[config.mk]
export PLATFORM = sky130hd
export DESIGN_NAME = pmctl_top
export DESIGN_NICKNAME = d
export VERILOG_FILES = /design/src/rtl/pmctl_pkg.sv /design/src/rtl/pmctl_regif_if.sv /design/src/rtl/pmctl_bus_slave.sv /design/src/rtl/pmctl_irq.sv /design/src/rtl/pmctl_top.sv
export SDC_FILE = /design/constraint.sdc
export NUM_CORES = 1
export LEC_CHECK = 0
export BUFFER_PORTS_ARGS = -buffer_cell sky130_fd_sc_hd__buf_2
export CORE_MARGIN = 2
export CORE_UTILIZATION = 40
export CTS_BUF_LIST = sky130_fd_sc_hd__clkbuf_16
export DETAILED_ROUTE_END_ITERATION = 12
export HOLD_SLACK_MARGIN = 0.08
export SETUP_SLACK_MARGIN = 0.3
export SYNTH_ARGS = -nofsm -noshare
export SYNTH_HDL_FRONTEND = slang
export SYNTH_SLANG_ARGS = --single-unit
[constraint.sdc]
create_clock -name mclk -period 1.8 [get_ports mclk]
set_input_delay 0.27 -clock mclk [delete_from_list [all_inputs] [get_ports mclk]]
set_output_delay 0.27 -clock mclk [all_outputs]
set_load 0.05 [all_outputs]
[src/rtl/pmctl_pkg.sv]
package pmctl_pkg;

  // ****************************************
  // Bus geometry
  // ****************************************
  localparam int AW = 8;
  localparam int DW = 32;

  // ****************************************
  // Register offsets
  // ****************************************
  localparam logic [7:0] PMCSR_OFS     = 8'hc4;
  localparam logic [7:0] IRQ_STAT_OFS  = 8'hc8;
  localparam logic [7:0] IRQ_MASK_OFS  = 8'hcc;
  localparam logic [7:0] CMD_OFS       = 8'hd0;
  localparam logic [7:0] WAKE_CTL_OFS  = 8'hd4;

  // ****************************************
  // Field positions
  // ****************************************
  localparam int WES_BIT    = 15;
  localparam int SCALE_HI   = 14;
  localparam int SCALE_LO   = 13;
  localparam int SEL_HI     = 12;
  localparam int SEL_LO     = 9;
  localparam int WAE_BIT    = 8;
  localparam int PWR_HI     = 1;
  localparam int PWR_LO     = 0;
  localparam int CMD_B18    = 18;
  localparam int CMD_B19    = 19;
  localparam int MAGIC_BIT  = 9;
  localparam int LINE_BIT   = 31;
  localparam int IRQ_WAKE   = 0;
  localparam int IRQ_PWR    = 1;
  localparam int IRQ_RESUME = 2;
  localparam int IRQ_N      = 3;

  // ****************************************
  // Reset values and masks
  // ****************************************
  localparam logic [31:0]      PMCSR_RST   = 32'h0000_0000;
  localparam logic [31:0]      PMCSR_WMASK = 32'h0000_9f03;
  localparam logic [IRQ_N-1:0] IRQ_RST     = 3'h0;
  localparam logic [3:0]       SEL_RST     = 4'h0;
  localparam logic [1:0]       SCALE_VAL   = 2'h0;

  // ****************************************
  // Power states
  // ****************************************
  typedef enum logic [1:0] {
    PMCTL_D0,
    PMCTL_D1,
    PMCTL_D2,
    PMCTL_D3HOT
  } pmctl_pstate_t;

  // Byte-lane merge of a write
  function automatic logic [31:0] pmctl_merge(input logic [31:0] old_v,
                                              input logic [31:0] new_v,
                                              input logic [3:0]  be);
    logic [31:0] r;
    r = old_v;
    for (int i = 0; i < 4; i++) begin
      if (be[i]) begin
        r[i*8 +: 8] = new_v[i*8 +: 8];
      end
    end
    return r;
  endfunction

endpackage

[src/rtl/pmctl_regif_if.sv]
interface pmctl_regif_if;
  import pmctl_pkg::*;

  logic          wr_fire;
  logic          rd_req;
  logic [AW-1:0] addr;
  logic [DW-1:0] wdata;
  logic [3:0]    be;
  logic [DW-1:0] rdata;

  modport slave_side (output wr_fire, output rd_req, output addr, output wdata,
                      output be, input rdata);
  modport core_side  (input wr_fire, input rd_req, input addr, input wdata,
                      input be, output rdata);
endinterface

[src/rtl/pmctl_bus_slave.sv]
module pmctl_bus_slave
  import pmctl_pkg::*;
(
  // Clock and reset
  input  wire logic          mclk,
  input  wire logic          rst_n,
  // Avalon-MM slave
  input  wire logic [AW-1:0] avs_address,
  input  wire logic          avs_read,
  input  wire logic          avs_write,
  input  wire logic [DW-1:0] avs_writedata,
  input  wire logic [3:0]    avs_byteenable,
  output logic      [DW-1:0] avs_readdata,
  output logic               avs_waitrequest,
  // Core side
  pmctl_regif_if.slave_side  rif
);

  logic          wait_q;
  logic [DW-1:0] rdata_q;

  // ****************************************
  // One wait state handshake
  // ****************************************
  always_ff @(posedge mclk) begin
    if (!rst_n) begin
      wait_q <= 1'b1;
    end else begin
      wait_q <= !((avs_read || avs_write) && wait_q);
    end
  end

  always_ff @(posedge mclk) begin
    if (!rst_n) begin
      rdata_q <= '0;
    end else if (rif.rd_req) begin
      rdata_q <= rif.rdata;
    end
  end

  assign rif.rd_req        = avs_read && wait_q;
  assign rif.wr_fire       = avs_write && !wait_q;
  assign rif.addr          = avs_address;
  assign rif.wdata         = avs_writedata;
  assign rif.be            = avs_byteenable;
  assign avs_readdata      = rdata_q;
  assign avs_waitrequest   = wait_q;

endmodule

[src/rtl/pmctl_irq.sv]
module pmctl_irq
  import pmctl_pkg::*;
#(
  parameter int N = IRQ_N
)(
  // Clock and reset
  input  wire logic         mclk,
  input  wire logic         rst_n,
  // Events and software access
  input  wire logic [N-1:0] event_i,
  input  wire logic         clr_wr,
  input  wire logic [N-1:0] clr_mask,
  input  wire logic         mask_wr,
  input  wire logic [N-1:0] mask_val,
  // State
  output logic      [N-1:0] stat_q,
  output logic      [N-1:0] mask_q,
  output logic              irq_q
);

  // ****************************************
  // Sticky status, set wins over clear
  // ****************************************
  always_ff @(posedge mclk) begin
    if (!rst_n) begin
      stat_q <= N'(IRQ_RST);
    end else begin
      stat_q <= (stat_q & ~(clr_wr ? clr_mask : '0)) | event_i;
    end
  end

  always_ff @(posedge mclk) begin
    if (!rst_n) begin
      mask_q <= N'(IRQ_RST);
    end else if (mask_wr) begin
      mask_q <= mask_val;
    end
  end

  always_ff @(posedge mclk) begin
    if (!rst_n) begin
      irq_q <= 1'b0;
    end else begin
      irq_q <= |(stat_q & mask_q);
    end
  end

endmodule

[src/rtl/pmctl_top.sv]
// How it works
// - Wake event sets status regardless of enable
// - Writing one clears status; zero keeps it
// - Enable bit gates the wake request pin
// - Both command bits force magic-packet wake enable
// - Power field reads state, write sets it
// - Power resume returns field to D0
// - Data scale field is read-only zero
// - Data select is plain read/write storage
// - Register at c4, resets to all zero
module pmctl_top
  import pmctl_pkg::*;
(
  // Clock and reset
  input  wire logic          mclk,
  input  wire logic          rst_n,
  // Avalon-MM slave
  input  wire logic [AW-1:0] avs_address,
  input  wire logic          avs_read,
  input  wire logic          avs_write,
  input  wire logic [DW-1:0] avs_writedata,
  input  wire logic [3:0]    avs_byteenable,
  output logic      [DW-1:0] avs_readdata,
  output logic               avs_waitrequest,
  // Device events
  input  wire logic          wake_event,
  input  wire logic          power_resume,
  // Wake request pin, open drain, active low
  input  wire logic          pme_n_i,
  output logic               pme_n_o,
  output logic               pme_oe,
  // Power state and interrupt
  output logic      [1:0]    power_state,
  output logic               magic_wake_en,
  output logic               irq
);

  pmctl_regif_if rif ();

  logic            wes_q;
  logic            wae_q;
  logic [3:0]      sel_q;
  pmctl_pstate_t   pstate_q;
  logic [31:0]     cmd_q;
  logic            magic_q;
  logic            line_q;
  logic            pme_oe_q;
  logic [IRQ_N-1:0] istat;
  logic [IRQ_N-1:0] imask;
  logic            irq_q;
  logic [31:0]     pmcsr_rd;
  logic [31:0]     pm_new;
  logic [31:0]     cmd_new;
  logic [31:0]     wctl_new;
  logic            wr_pm;
  logic            wr_cmd;
  logic            wr_wctl;
  logic            wr_istat;
  logic            wr_imask;
  logic            pwr_wr;
  logic            cmd_both;

  // ****************************************
  // Bus slave and interrupt block
  // ****************************************
  pmctl_bus_slave u_slave (
    .mclk            (mclk),
    .rst_n           (rst_n),
    .avs_address     (avs_address),
    .avs_read        (avs_read),
    .avs_write       (avs_write),
    .avs_writedata   (avs_writedata),
    .avs_byteenable  (avs_byteenable),
    .avs_readdata    (avs_readdata),
    .avs_waitrequest (avs_waitrequest),
    .rif             (rif)
  );

  pmctl_irq #(.N(IRQ_N)) u_irq (
    .mclk     (mclk),
    .rst_n    (rst_n),
    .event_i  ({power_resume, pwr_wr, wake_event}),
    .clr_wr   (wr_istat),
    .clr_mask (rif.wdata[IRQ_N-1:0]),
    .mask_wr  (wr_imask),
    .mask_val (rif.wdata[IRQ_N-1:0]),
    .stat_q   (istat),
    .mask_q   (imask),
    .irq_q    (irq_q)
  );

  // ****************************************
  // Address decode
  // ****************************************
  // Register placed at c4
  // Offset decode
  assign wr_pm    = rif.wr_fire && (rif.addr == PMCSR_OFS);
  assign wr_cmd   = rif.wr_fire && (rif.addr == CMD_OFS);
  assign wr_wctl  = rif.wr_fire && (rif.addr == WAKE_CTL_OFS);
  assign wr_istat = rif.wr_fire && (rif.addr == IRQ_STAT_OFS) && rif.be[0];
  assign wr_imask = rif.wr_fire && (rif.addr == IRQ_MASK_OFS) && rif.be[0];

  assign pm_new   = pmctl_merge(pmcsr_rd, rif.wdata, rif.be) & PMCSR_WMASK;
  assign cmd_new  = pmctl_merge(cmd_q, rif.wdata, rif.be);
  assign wctl_new = pmctl_merge({31'h0, magic_q} << MAGIC_BIT, rif.wdata, rif.be);
  assign pwr_wr   = wr_pm && rif.be[0];
  assign cmd_both = cmd_q[CMD_B18] && cmd_q[CMD_B19];

  // ****************************************
  // Wake event status
  // ****************************************
  // Set wins over write-one clear
  always_ff @(posedge mclk) begin
    if (!rst_n) begin
      wes_q <= PMCSR_RST[WES_BIT];
    end else if (wake_event) begin
      wes_q <= 1'b1;
    end else if (wr_pm && rif.be[1] && rif.wdata[WES_BIT]) begin
      wes_q <= 1'b0;
    end
  end

  // ****************************************
  // Wake enable and data select
  // ****************************************
  always_ff @(posedge mclk) begin
    if (!rst_n) begin
      wae_q <= PMCSR_RST[WAE_BIT];
    end else if (wr_pm) begin
      wae_q <= pm_new[WAE_BIT];
    end
  end

  always_ff @(posedge mclk) begin
    if (!rst_n) begin
      sel_q <= SEL_RST;
    end else if (wr_pm) begin
      sel_q <= pm_new[SEL_HI:SEL_LO];
    end
  end

  // ****************************************
  // Power state
  // ****************************************
  // Resume wins over write
  always_ff @(posedge mclk) begin
    if (!rst_n) begin
      pstate_q <= PMCTL_D0;
    end else if (power_resume) begin
      pstate_q <= PMCTL_D0;
    end else if (pwr_wr) begin
      case (pm_new[PWR_HI:PWR_LO])
        2'h0:    pstate_q <= PMCTL_D0;
        2'h1:    pstate_q <= PMCTL_D1;
        2'h2:    pstate_q <= PMCTL_D2;
        2'h3:    pstate_q <= PMCTL_D3HOT;
        default: pstate_q <= PMCTL_D0;
      endcase
    end
  end

  // ****************************************
  // Command and wake control
  // ****************************************
  always_ff @(posedge mclk) begin
    if (!rst_n) begin
      cmd_q <= 32'h0000_0000;
    end else if (wr_cmd) begin
      cmd_q <= cmd_new;
    end
  end

  always_ff @(posedge mclk) begin
    if (!rst_n) begin
      magic_q <= 1'b0;
    end else if (cmd_both) begin
      magic_q <= 1'b1;
    end else if (wr_wctl) begin
      magic_q <= wctl_new[MAGIC_BIT];
    end
  end

  // ****************************************
  // Wake request pin
  // ****************************************
  // Enable gates assertion
  always_ff @(posedge mclk) begin
    if (!rst_n) begin
      pme_oe_q <= 1'b0;
      line_q   <= 1'b1;
    end else begin
      pme_oe_q <= wes_q && wae_q;
      line_q   <= pme_n_i;
    end
  end

  // ****************************************
  // Read data
  // ****************************************
  // Fixed zero fields
  always_comb begin
    pmcsr_rd                    = 32'h0000_0000;
    pmcsr_rd[WES_BIT]           = wes_q;
    pmcsr_rd[SCALE_HI:SCALE_LO] = SCALE_VAL;
    pmcsr_rd[SEL_HI:SEL_LO]     = sel_q;
    pmcsr_rd[WAE_BIT]           = wae_q;
    pmcsr_rd[PWR_HI:PWR_LO]     = pstate_q;
  end

  always_comb begin
    case (rif.addr)
      PMCSR_OFS:    rif.rdata = pmcsr_rd;
      IRQ_STAT_OFS: rif.rdata = {{(DW-IRQ_N){1'b0}}, istat};
      IRQ_MASK_OFS: rif.rdata = {{(DW-IRQ_N){1'b0}}, imask};
      CMD_OFS:      rif.rdata = cmd_q;
      WAKE_CTL_OFS: rif.rdata = ({31'h0, line_q} << LINE_BIT)
                               | ({31'h0, magic_q} << MAGIC_BIT);
      default:      rif.rdata = 32'h0000_0000;
    endcase
  end

  assign pme_n_o       = 1'b0;
  assign pme_oe        = pme_oe_q;
  assign power_state   = pstate_q;
  assign magic_wake_en = magic_q;
  assign irq           = irq_q;

  // ****************************************
  // Checks
  // ****************************************
  logic rd_pm_done;
  assign rd_pm_done = avs_read && !avs_waitrequest && (avs_address == PMCSR_OFS);

  property p_wes_set;
    @(posedge mclk) disable iff (!rst_n)
      wake_event |=> wes_q;
  endproperty
  a_wes_set: assert property (p_wes_set)
    else $error("wake event did not set status");

  property p_wes_clr;
    @(posedge mclk) disable iff (!rst_n)
      (wr_pm && rif.be[1] && rif.wdata[WES_BIT] && !wake_event) |=> !wes_q ##1 !pme_oe;
  endproperty
  a_wes_clr: assert property (p_wes_clr)
    else $error("write one did not clear status and pin");

  property p_wes_keep;
    @(posedge mclk) disable iff (!rst_n)
      (wes_q && !(wr_pm && rif.be[1] && rif.wdata[WES_BIT])) |=> wes_q;
  endproperty
  a_wes_keep: assert property (p_wes_keep)
    else $error("status lost without write one");

  property p_pin_gate;
    @(posedge mclk) disable iff (!rst_n)
      (wes_q && wae_q) |=> pme_oe;
  endproperty
  a_pin_gate: assert property (p_pin_gate)
    else $error("wake pin not driven for enabled status");

  property p_pin_off;
    @(posedge mclk) disable iff (!rst_n)
      !wae_q |=> !pme_oe;
  endproperty
  a_pin_off: assert property (p_pin_off)
    else $error("wake pin driven while enable clear");

  property p_magic;
    @(posedge mclk) disable iff (!rst_n)
      cmd_both |=> magic_wake_en;
  endproperty
  a_magic: assert property (p_magic)
    else $error("magic wake not enabled by command bits");

  property p_pwr_write;
    @(posedge mclk) disable iff (!rst_n)
      (pwr_wr && !power_resume) |=> power_state == $past(rif.wdata[1:0]);
  endproperty
  a_pwr_write: assert property (p_pwr_write)
    else $error("power state not taken from write");

  property p_resume;
    @(posedge mclk) disable iff (!rst_n)
      power_resume |=> power_state == 2'h0;
  endproperty
  a_resume: assert property (p_resume)
    else $error("resume did not return to D0");

  property p_scale;
    @(posedge mclk) disable iff (!rst_n)
      rd_pm_done |-> avs_readdata[SCALE_HI:SCALE_LO] == 2'h0;
  endproperty
  a_scale: assert property (p_scale)
    else $error("data scale not zero");

  property p_select;
    @(posedge mclk) disable iff (!rst_n)
      (wr_pm && rif.be[1]) |=> sel_q == $past(rif.wdata[12:9]);
  endproperty
  a_select: assert property (p_select)
    else $error("data select not stored");

  property p_reset;
    @(posedge mclk)
      !rst_n |=> (pmcsr_rd == 32'h0000_0000) && !pme_oe;
  endproperty
  a_reset: assert property (p_reset)
    else $error("register not zero after reset");

  property p_resv;
    @(posedge mclk) disable iff (!rst_n)
      rd_pm_done |-> (avs_readdata[31:16] == 16'h0) && (avs_readdata[7:2] == 6'h0);
  endproperty
  a_resv: assert property (p_resv)
    else $error("reserved bits not zero");

  property p_irq;
    @(posedge mclk) disable iff (!rst_n)
      (wake_event && imask[IRQ_WAKE]) |=> ##1 irq;
  endproperty
  a_irq: assert property (p_irq)
    else $error("unmasked wake event raised no interrupt");

  property p_cv_wake;
    @(posedge mclk) disable iff (!rst_n)
      wake_event && wae_q ##2 pme_oe;
  endproperty
  c_cv_wake: cover property (p_cv_wake);

  property p_cv_d3;
    @(posedge mclk) disable iff (!rst_n)
      power_state == 2'h3 ##[1:50] power_resume;
  endproperty
  c_cv_d3: cover property (p_cv_d3);

  property p_cv_clr_race;
    @(posedge mclk) disable iff (!rst_n)
      wake_event && wr_pm && rif.wdata[WES_BIT];
  endproperty
  c_cv_clr_race: cover property (p_cv_clr_race);

endmodule

==> results of run 1 <==
==> critical path: stages (launching register included) <==
cell and delay [ns]:
dfxtp_2 0.36, and3b_1 0.28, nand3_1 0.12, a2111o_1 0.31, and3_1 0.18
==> per-layer routing <==
metal	vias up	track usage (%)	routed length [um]
li1	1459	-	-
met2	65	28.7	3610
met3	13	3.19	345
met5	-	0	0
met4	0	8.82	158
met1	1280	24.2	3720
==> placed cells by master (no fill, tap or decap), types with 3 or more instances in the layout <==
| master | instances |
|---|---|
| a22o_1 | 10 |
| a22oi_1 | 25 |
| and3_1 | 3 |
| and3b_1 | 5 |
| buf_2 | 88 |
| buf_4 | 13 |
| clkbuf_16 | 9 |
| dfxtp_1 | 82 |
| inv_1 | 6 |
| mux2i_1 | 8 |
| nand2_1 | 44 |
| nand3_1 | 39 |
| nand4_1 | 7 |
| nor2_1 | 4 |
| nor2b_1 | 26 |
| o21ai_0 | 44 |
==> per-stage QoR <==
step	cells	hold WS, ns	util (%)
after global placement	540	0.448	47.5
after detailed placement	540	0.454	47.5
after global routing	556	0.154	51.3
final	556	0.143	51.3
after floorplan	362	0.371	-
after CTS	556	0.129	51.3
==> state kept, by name (all words and copies together) (netlist names), named ones only <==
signal,flops
u_irq.stat_q,3
cmd_q,32
u_irq.irq_q,1
wes_q,1
u_slave.avs_readdata,32
u_irq.mask_q,3
sel_q,4
u_slave.avs_waitrequest,1
magic_wake_en,1
pme_oe,1
line_q,1
wae_q,1
==> synthesized netlist by cell type (all sizes together), types with 3 or more instances <==
| library cell | n |
|---|---|
| nor2b | 26 |
| nor3 | 3 |
| nand2 | 45 |
| and3b | 5 |
| buf | 17 |
| nor2 | 4 |
| a22oi | 25 |
| o21ai | 44 |
| dfxtp | 83 |
| nand4 | 7 |
| and3 | 3 |
| nand3 | 39 |
| a22o | 10 |
| inv | 5 |
| clkbuf | 12 |
| mux2i | 8 |
| a21boi | 3 |
==> layout make-up <==
class | count | area, um2 | area share (%)
Inverter | 5 | 18.8 | 0.452
Tap cell | 105 | 131 | 3.16
Clock buffer | 9 | 225 | 5.42
Clock inverter | 7 | 83.8 | 2.02
Sequential cell | 83 | 1660 | 40.1
Timing Repair Buffer | 102 | 558 | 13.4
Multi-Input combinational cell | 245 | 1470 | 35.4
==> power groups by stage <==
stage	Sequential [mW]	Clock (mW)	Combinational, mW
6_report	1.85	1.88	0.223
5_1_grt	1.85	2.01	0.247
4_1_cts	1.85	1.92	0.225
3_5_place_dp	1.89	0	0.224
3_3_place_gp	1.89	0	0.223
2_1_floorplan	1.90	0	0.127
==> worst paths after layout <==
path,from,endpoint,cells past startpoint
setup / recovery,u_slave.avs_waitrequest,magic_wake_en,4
hold / removal,pme_n_i,line_q,2
setup reg to reg,u_slave.avs_waitrequest,magic_wake_en,4
hold reg to reg,u_slave.avs_readdata[0],u_slave.avs_readdata[0],2
==> logic make-up after synthesis <==
group,count (synthesis)
AO/OA/AOI/OAI,94
buffers and inverters,34
flip-flops,83
multiplexers,10
other,1
AND/OR/NAND/NOR,140
==> impl_metrics.py, run 1 <==
metrics = {
    "placement": {
        "dp_worst_setup_slack_ns": 0.200,
        "dpl_cell_area_um2": 3840,
        "place_congestion": 0.817,
        "dp_hpwl_um": 5660,
        "port_buffers": 88,
    },
    "power": {
        "fraction_of_power_consumed_by_the_clock_network_pct": 47.5,
        "power.density_cell_area_nw_per_um2": 953,
        "sw_frac_of_total_pct": 20.9,
        "part_of_the_total_power_dissipated_in_sequential_elements_pct": 46.8,
        "internal-power_mw": 3.13,
        "post-layout-total-power_mw": 3.96,
        "vdd.ir_drop.worst_uv": 585,
        "power.leakage_nw": 1.76,
        "combPwrFrac_pct": 5.6,
        "p_switching_uw": 826,
    },
    "worst_setup_path": {
        "critPathArrivalTime_ns": 1.58,
        "register_to_register_setup_slack_ns": 0.43,
        "timing.setup.critical_path_class": "flip-flop to flip-flop",
        "critPathLaunchType": "flip-flop",
        "timing.critical_path.to_type": "flip-flop",
        "crit_path_max_fanout": 8,
        "critical_path_required_ns": 2.02,
    },
    "timing": {
        "final_period_minus_worst_setup_slack_ns": 1.37,
        "timing.final.crit_share_pct": 75.9,
        "rsz_0062_raised_after_global_routing": "false",
        "drv_slew": 0,
        "fmaxAchievable_ghz": 0.732,
        "setup_viol": 0,
        "setup-tns-final_ns": 0,
        "skew_ns": 0.00626,
        "fin_worst_setup_slack_ns": 0.433,
        "worstMarginPinSlew_ns": 0.508,
        "final-hold-violation-count": 0,
        "worst_slew_margin_rel_pct": 66.1,
    },
    "drt": {
        "via_per_inst": 5.07,
        "detailroute.via_count": 2817,
        "detail_route.first_pass.iterations": 5,
        "routed_wirelength_um": 7830,
        "post-route-drc-count": 0,
        "route.detailed.wl_per_inst_um": 14.1,
        "ant_nets": 0,
        "drt-initial-drc-count": 136,
    },
    "clocking": {
        "cts-resized-gates": 0,
        "clock_tree.buffer_depth": 2,
        "clock_tree.root_cell": "clkbuf_16",
        "tritoncts": "done",
        "clock_slew_seen_by_the_registers_of_the_worst_setup_and_hold_paths_ns": 0.06,
        "postCtsSetupRepairBufs": 0,
        "cts.sink_count": 83,
        "cts-hold-fix-buffers": 0,
        "clock_insertion_delay_worst_skew_ns": 0.33,
        "tritoncts.num_buffers": 9,
        "ctsHtreeMaxLevel": 3,
    },
    "global_route": {
        "grt_first_pass_wirelength_um": 12700,
        "first_global_vias": 2631,
        "grt_max_degree": 61,
        "grt_overflow": 0,
        "grt_antenna_before_repair": 0,
        "global_route.usage.total_pct": 18.2,
    },
    "die": {
        "initial_standard_cell_utilization_of_the_core_pct": 40.7,
        "core.rowCount": 33,
        "dieWidth_um": 94.7,
        "dieArea_um2": 8970,
        "floorplan.die.height_um": 94.7,
        "boundaryPins": 90,
        "placeableCoreArea_um2": 8090,
    },
    "synth": {
        "synth_cells": 362,
        "compound_cell_area_share_of_the_yosys_netlist_pct": 18.6,
        "synth_area_leaders": "dfxtp_1, o21ai_0, nand3_1, a22oi_1, nand2_1",
        "proportion_of_register_bits_with_asynchronous_set_or_reset_after_synthesis_pct": 0,
        "number_of_enable_flip_flop_cells_after_synthesis": 0,
        "synth_xor_area_share_pct": 0,
        "synth_top_flop_cell": "dfxtp_1",
        "post_synth_fa_ha_maj_area_fraction_pct": 0,
        "yosys-mux-area-fraction_pct": 3.12,
        "synth_largest_area_cell": "dfxtp_1",
        "ys_warn_count": 0,
        "average_size_of_a_mapped_cell_um2": 9.10,
        "postSynthNetCount": 413,
        "synth_top_family_by_area": "simple AND/OR/NAND/NOR gates",
        "synth.ff_latch_count": 83,
        "netlist_area_um2": 3290,
        "synth_top_cell_area_share_pct": 50.5,
        "post_synth_num_cell_types": 40,
        "synth-simple-area-share_pct": 22.9,
        "yosysSeqAreaShare_pct": 50.5,
    },
    "finish": {
        "layout_cell_area_excl_fill_um2": 4150,
        "layout-drive-gt1-share_pct": 27.1,
        "antenna_cells": 0,
        "final_net_count": 497,
        "area_growth_syn_to_layout_pct": 26.1,
        "final.fill_count": 818,
    },
    "min_path": {
        "path_category_of_the_worst_min_delay_check": "input pin to flip-flop",
    },
    "status": {
        "run_status": "completed",
    },
    "flow_run": {
        "max_cap_viol_count": 0,
    },
}
Power figures use the tool's default switching activity.
==> run 2, diff against run 1 <==
Clock period 1.8 ns to 1.4 ns, I/O delays scaled along.
==> impl_metrics.py, run 2 (synthesis results as in run 1) <==
metrics = {
    "timing": {
        "timing.final.crit_share_pct": 91.5,
        "final-hold-violation-count": 0,
        "rsz_0062_raised_after_global_routing": "true",
        "fmaxAchievable_ghz": 0.781,
        "setup_viol": 0,
        "worst_hold_slack_ns": 0.109,
        "drv_slew": 0,
        "skew_ns": 0.00404,
        "final_period_minus_worst_setup_slack_ns": 1.28,
    },
    "global_route": {
        "grt_antenna_before_repair": 0,
        "first_global_vias": 2755,
        "grt_overflow": 0,
        "grt_max_degree": 43,
        "grt_first_pass_wirelength_um": 13400,
        "global_route.usage.total_pct": 19.4,
    },
    "worst_setup_path": {
        "critical_path_required_ns": 1.62,
        "timing.critical_path.to_type": "flip-flop",
        "critPathArrivalTime_ns": 1.50,
        "crit_path_max_fanout": 12,
        "critical_path.n_buffers_inverters": 1,
        "crit_slowest_cell": "dfxtp_4",
        "critical-path-max-stage-delay_ns": 0.36,
        "timing.setup.critical_path_class": "flip-flop to flip-flop",
        "worstPathCellList": "and3b_2 > nand4_1 > buf_6 > nand3_1 > o21ai_1",
        "timing.critical_path.max_delay_family": "simple AND/OR/NAND/NOR gates",
        "critPathLaunchType": "flip-flop",
    },
    "clocking": {
        "clock_insertion_delay_worst_skew_ns": 0.33,
        "clock_tree.root_cell": "clkbuf_16",
        "ctsHtreeMaxLevel": 3,
        "cts.sink_count": 83,
        "clock_tree.buffer_depth": 2,
        "tritoncts": "done",
        "tritoncts.num_buffers": 9,
        "clock_slew_seen_by_the_registers_of_the_worst_setup_and_hold_paths_ns": 0.06,
    },
    "finish": {
        "final_common_cell": "dfxtp_1",
        "layout-drive-gt1-share_pct": 40.9,
        "antenna_cells": 0,
        "final.fill_count": 733,
        "area_growth_syn_to_layout_pct": 45.5,
        "leading_cell_types_in_the_layout_fill_and_taps_excluded": "dfxtp_1, buf_2, nand2_1",
        "final_net_count": 520,
    },
    "power": {
        "power.leakage_nw": 1.94,
        "power.density_cell_area_nw_per_um2": 1120,
        "vdd.ir_drop.worst_uv": 495,
        "post-layout-total-power_mw": 5.37,
    },
    "min_path": {
        "path_category_of_the_worst_min_delay_check": "input pin to flip-flop",
    },
    "status": {
        "run_status": "completed",
    },
    "die": {
        "core.rowCount": 33,
        "placeableCoreArea_um2": 8090,
        "floorplan.die.height_um": 94.7,
        "dieArea_um2": 8970,
        "boundaryPins": 90,
        "initial_standard_cell_utilization_of_the_core_pct": 40.7,
        "dieWidth_um": 94.7,
    },
    "drt": {
        "ant_nets": 0,
        "via_per_inst": 5.22,
        "route.detailed.wl_per_inst_um": 15.2,
        "drt-initial-drc-count": 114,
        "detail_route.first_pass.iterations": 4,
        "post-route-drc-count": 0,
        "routed_wirelength_um": 8780,
        "detailroute.via_count": 3024,
    },
    "placement": {
        "port_buffers": 88,
        "place_congestion": 0.807,
        "dp_hpwl_um": 5810,
    },
    "flow_run": {
        "max_cap_viol_count": 0,
    },
}
==> run 2: timing repair <==
item                                   CTS  global route
gates cloned                             3             2
gates resized for setup                 84            47
hold buffers                             2             0
pin swaps                               17             4
setup buffers                            1             2
setup endpoints to repair              113           108
endpoints found under the hold margin    2             0
==> run 2: layout make-up <==
type | count | area, um2 | area share, %
multi-input cells | 248 | 1670 | 34.8
clock inverters | 7 | 108 | 2.25
clock buffers | 9 | 225 | 4.70
well taps | 105 | 131 | 2.74
repair buffers | 122 | 956 | 20.0
flip-flops and latches | 83 | 1680 | 35.2
inverters | 5 | 18.8 | 0.392
==> run 2: path summary, 6_finish.rpt <==
check	slack [ns]	cells after the start	to	startpoint
worst max register to register	0.12	5	cmd_q[10]	u_slave.avs_waitrequest
worst min register to register	0.46	2	cmd_q[28]	cmd_q[28]
worst max-delay path	0.12	5	cmd_q[10]	u_slave.avs_waitrequest
worst min-delay path	0.11	3	cmd_q[4]	avs_writedata[4]
==> run 2: per-stage QoR <==
stage	area, um2	util, %	setup TNS, ns	worst slack, ns	instances
after floorplan	3400	-	0	0.0786	362
after global placement	4000	49.4	-4.11	-0.174	553
after detailed placement	4000	49.4	-5.61	-0.246	553
after CTS	4620	57.1	0	0.142	575
after global routing	4790	59.2	0	0.0447	579
final	4790	59.2	0	0.119	579
==> run 2: worst register-to-register path: stages (launching register included) <==
cell	delay (ns)
dfxtp_4	0.36
and3b_2	0.28
nand4_1	0.18
buf_6	0.20
nand3_1	0.09
o21ai_1	0.07
==> run 2: layer usage <==
layer | up-vias | GRT usage, % | wire length (um)
met3 | 15 | 5.11 | 445
met2 | 66 | 31.9 | 4200
met4 | 0 | 6.64 | 126
li1 | 1515 | - | -
met5 | - | 0 | 0
met1 | 1428 | 24.7 | 4020
==> run 2: report_power, final <==
part / leakage, nW / internal [mW] / total, mW / switching, mW
registers: 0.678 / 2.37 / 2.38 / 0.00968
logic: 1.09 / 0.158 / 0.364 / 0.205
clock network: 0.168 / 1.72 / 2.63 / 0.905
==> run 3, diff against run 2 <==
Clock period 1.4 ns to 1.5 ns, I/O delays scaled along.
==> impl_metrics.py, run 3 (synthesis results as in run 1) <==
metrics = {
    "worst_setup_path": {
        "critPathArrivalTime_ns": 1.51,
        "timing.setup.critical_path_class": "flip-flop to flip-flop",
        "crit_path_max_fanout": 8,
        "worstPathCellList": "and3b_2 > nand3_1 > a2111o_1 > and3_1",
        "critical_path.n_buffers_inverters": 0,
        "critPathLaunchType": "flip-flop",
        "crit_slowest_cell": "dfxtp_4",
        "timing.critical_path.to_type": "flip-flop",
        "critical_path_required_ns": 1.72,
        "critical-path-max-stage-delay_ns": 0.37,
        "timing.critical_path.max_delay_family": "simple AND/OR/NAND/NOR gates",
    },
    "global_route": {
        "globalRouteMet1Util_pct": 26.7,
        "grt_first_pass_wirelength_um": 13700,
        "grt_busiest_layer": "met2",
        "grt_util_met3_pct": 4.79,
        "grt_max_degree": 67,
        "grt_antenna_before_repair": 0,
        "first_global_vias": 2780,
        "global_route.usage.total_pct": 19.9,
        "grt_overflow": 0,
        "grt_use_met2_pct": 30.4,
    },
    "power": {
        "power.leakage_nw": 1.89,
        "vdd.ir_drop.worst_uv": 603,
        "power.density_cell_area_nw_per_um2": 1030,
        "post-layout-total-power_mw": 4.61,
    },
    "placement": {
        "port_buffers": 88,
        "dp_hpwl_um": 5840,
        "dp_worst_setup_slack_ns": -0.139,
        "dpl_cell_area_um2": 3970,
        "place_congestion": 0.815,
    },
    "clocking": {
        "tritoncts.num_buffers": 9,
        "clock_tree.root_cell": "clkbuf_16",
        "cts.sink_count": 83,
        "clock_slew_seen_by_the_registers_of_the_worst_setup_and_hold_paths_ns": 0.06,
        "cts-hold-fix-buffers": 0,
        "clock_insertion_delay_worst_skew_ns": 0.33,
        "tritoncts": "done",
        "clock_tree.buffer_depth": 2,
        "ctsHtreeMaxLevel": 3,
    },
    "status": {
        "run_status": "completed",
    },
    "timing": {
        "fin_worst_setup_slack_ns": 0.211,
        "rsz_0062_raised_after_global_routing": "true",
        "final_period_minus_worst_setup_slack_ns": 1.29,
        "setup-tns-final_ns": 0,
        "drv_slew": 0,
        "timing.final.crit_share_pct": 85.9,
        "worstMarginPinSlew_ns": 0.634,
        "skew_ns": 0.00537,
        "final-hold-violation-count": 0,
        "worst_slew_margin_rel_pct": 57.7,
        "setup_viol": 0,
        "worst_hold_slack_ns": 0.0958,
        "fmaxAchievable_ghz": 0.776,
    },
    "drt": {
        "via_per_inst": 5.26,
        "detailroute.via_count": 3022,
        "route.detailed.wl_per_inst_um": 15.1,
        "ant_nets": 0,
        "routed_wirelength_um": 8690,
        "post-route-drc-count": 0,
        "drt-initial-drc-count": 163,
        "detail_route.first_pass.iterations": 4,
    },
    "finish": {
        "antenna_cells": 0,
        "final_net_count": 516,
        "leading_cell_types_in_the_layout_fill_and_taps_excluded": "dfxtp_1, buf_2, nand2_1",
        "layout_cell_area_excl_fill_um2": 4480,
        "area_growth_syn_to_layout_pct": 36.1,
        "layout-drive-gt1-share_pct": 37.1,
    },
    "die": {
        "initial_standard_cell_utilization_of_the_core_pct": 40.7,
        "placeableCoreArea_um2": 8090,
        "core.rowCount": 33,
        "floorplan.die.height_um": 94.7,
        "boundaryPins": 90,
        "dieArea_um2": 8970,
        "dieWidth_um": 94.7,
    },
    "min_path": {
        "path_category_of_the_worst_min_delay_check": "input pin to flip-flop",
    },
    "flow_run": {
        "max_cap_viol_count": 0,
    },
}
run 3: cell types whose count changed in the layout (fill, tap and decap cells not counted), sizes merged:
cell         before  now
buf             119  114
dlygate4sd3       2    0
inv               6    7
clkbuf           10   13
bufinv            3    1
run 3: final cells by class:
cell class / count / area (um2)
Clock buffer: 9 / 225
Sequential cell: 83 / 1670
Clock inverter: 6 / 50.0
Fill cell: 789 / 3610
Timing Repair Buffer: 118 / 723
Tap cell: 105 / 131
Multi-Input combinational cell: 248 / 1670
Inverter: 5 / 18.8
run 3: layer usage:
layer	vias to the layer above	share of wire (%)
met4	0	2.9
met5	-	0
met1	1406	47
met2	81	45
li1	1515	-
met3	20	5.0
run 3: final timing paths:
check                               start             to  slack (ns)  depth (start not counted)
setup / recovery  u_slave.avs_waitrequest  magic_wake_en        0.21                          4
hold / removal                    pme_n_i         line_q         0.1                          2
setup reg to reg  u_slave.avs_waitrequest  magic_wake_en        0.21                          4
hold reg to reg                 cmd_q[17]      cmd_q[17]        0.46                          2
run 3: worst reg2reg max path, cell delays in order (launching register included):
cell,delay (ns)
dfxtp_4,0.37
and3b_2,0.27
nand3_1,0.10
a2111o_1,0.28
and3_1,0.16
run 3: repair_timing:
| item | in CTS | in global routing |
|---|---|---|
| cloned | 4 | 1 |
| endpoints found under the setup margin | 49 | 77 |
| hold endpoints to repair | 0 | 0 |
| resized for setup | 29 | 32 |
| pin swaps | 11 | 10 |
| setup buffers | 0 | 4 |
run 3: per-stage QoR:
stage,std cells,util (%)
final,574,55.4
after detailed placement,550,49.0
after global routing,574,55.4
after floorplan,362,-
after CTS,569,53.6
after global placement,550,49.0
run 3: power breakdown:
part           internal (mW)  total (mW)  leakage, nW  switching, mW
combinational          0.138       0.329         1.08          0.191
sequential              2.21        2.22        0.670        0.00986
clock                   1.25        2.05        0.143          0.803
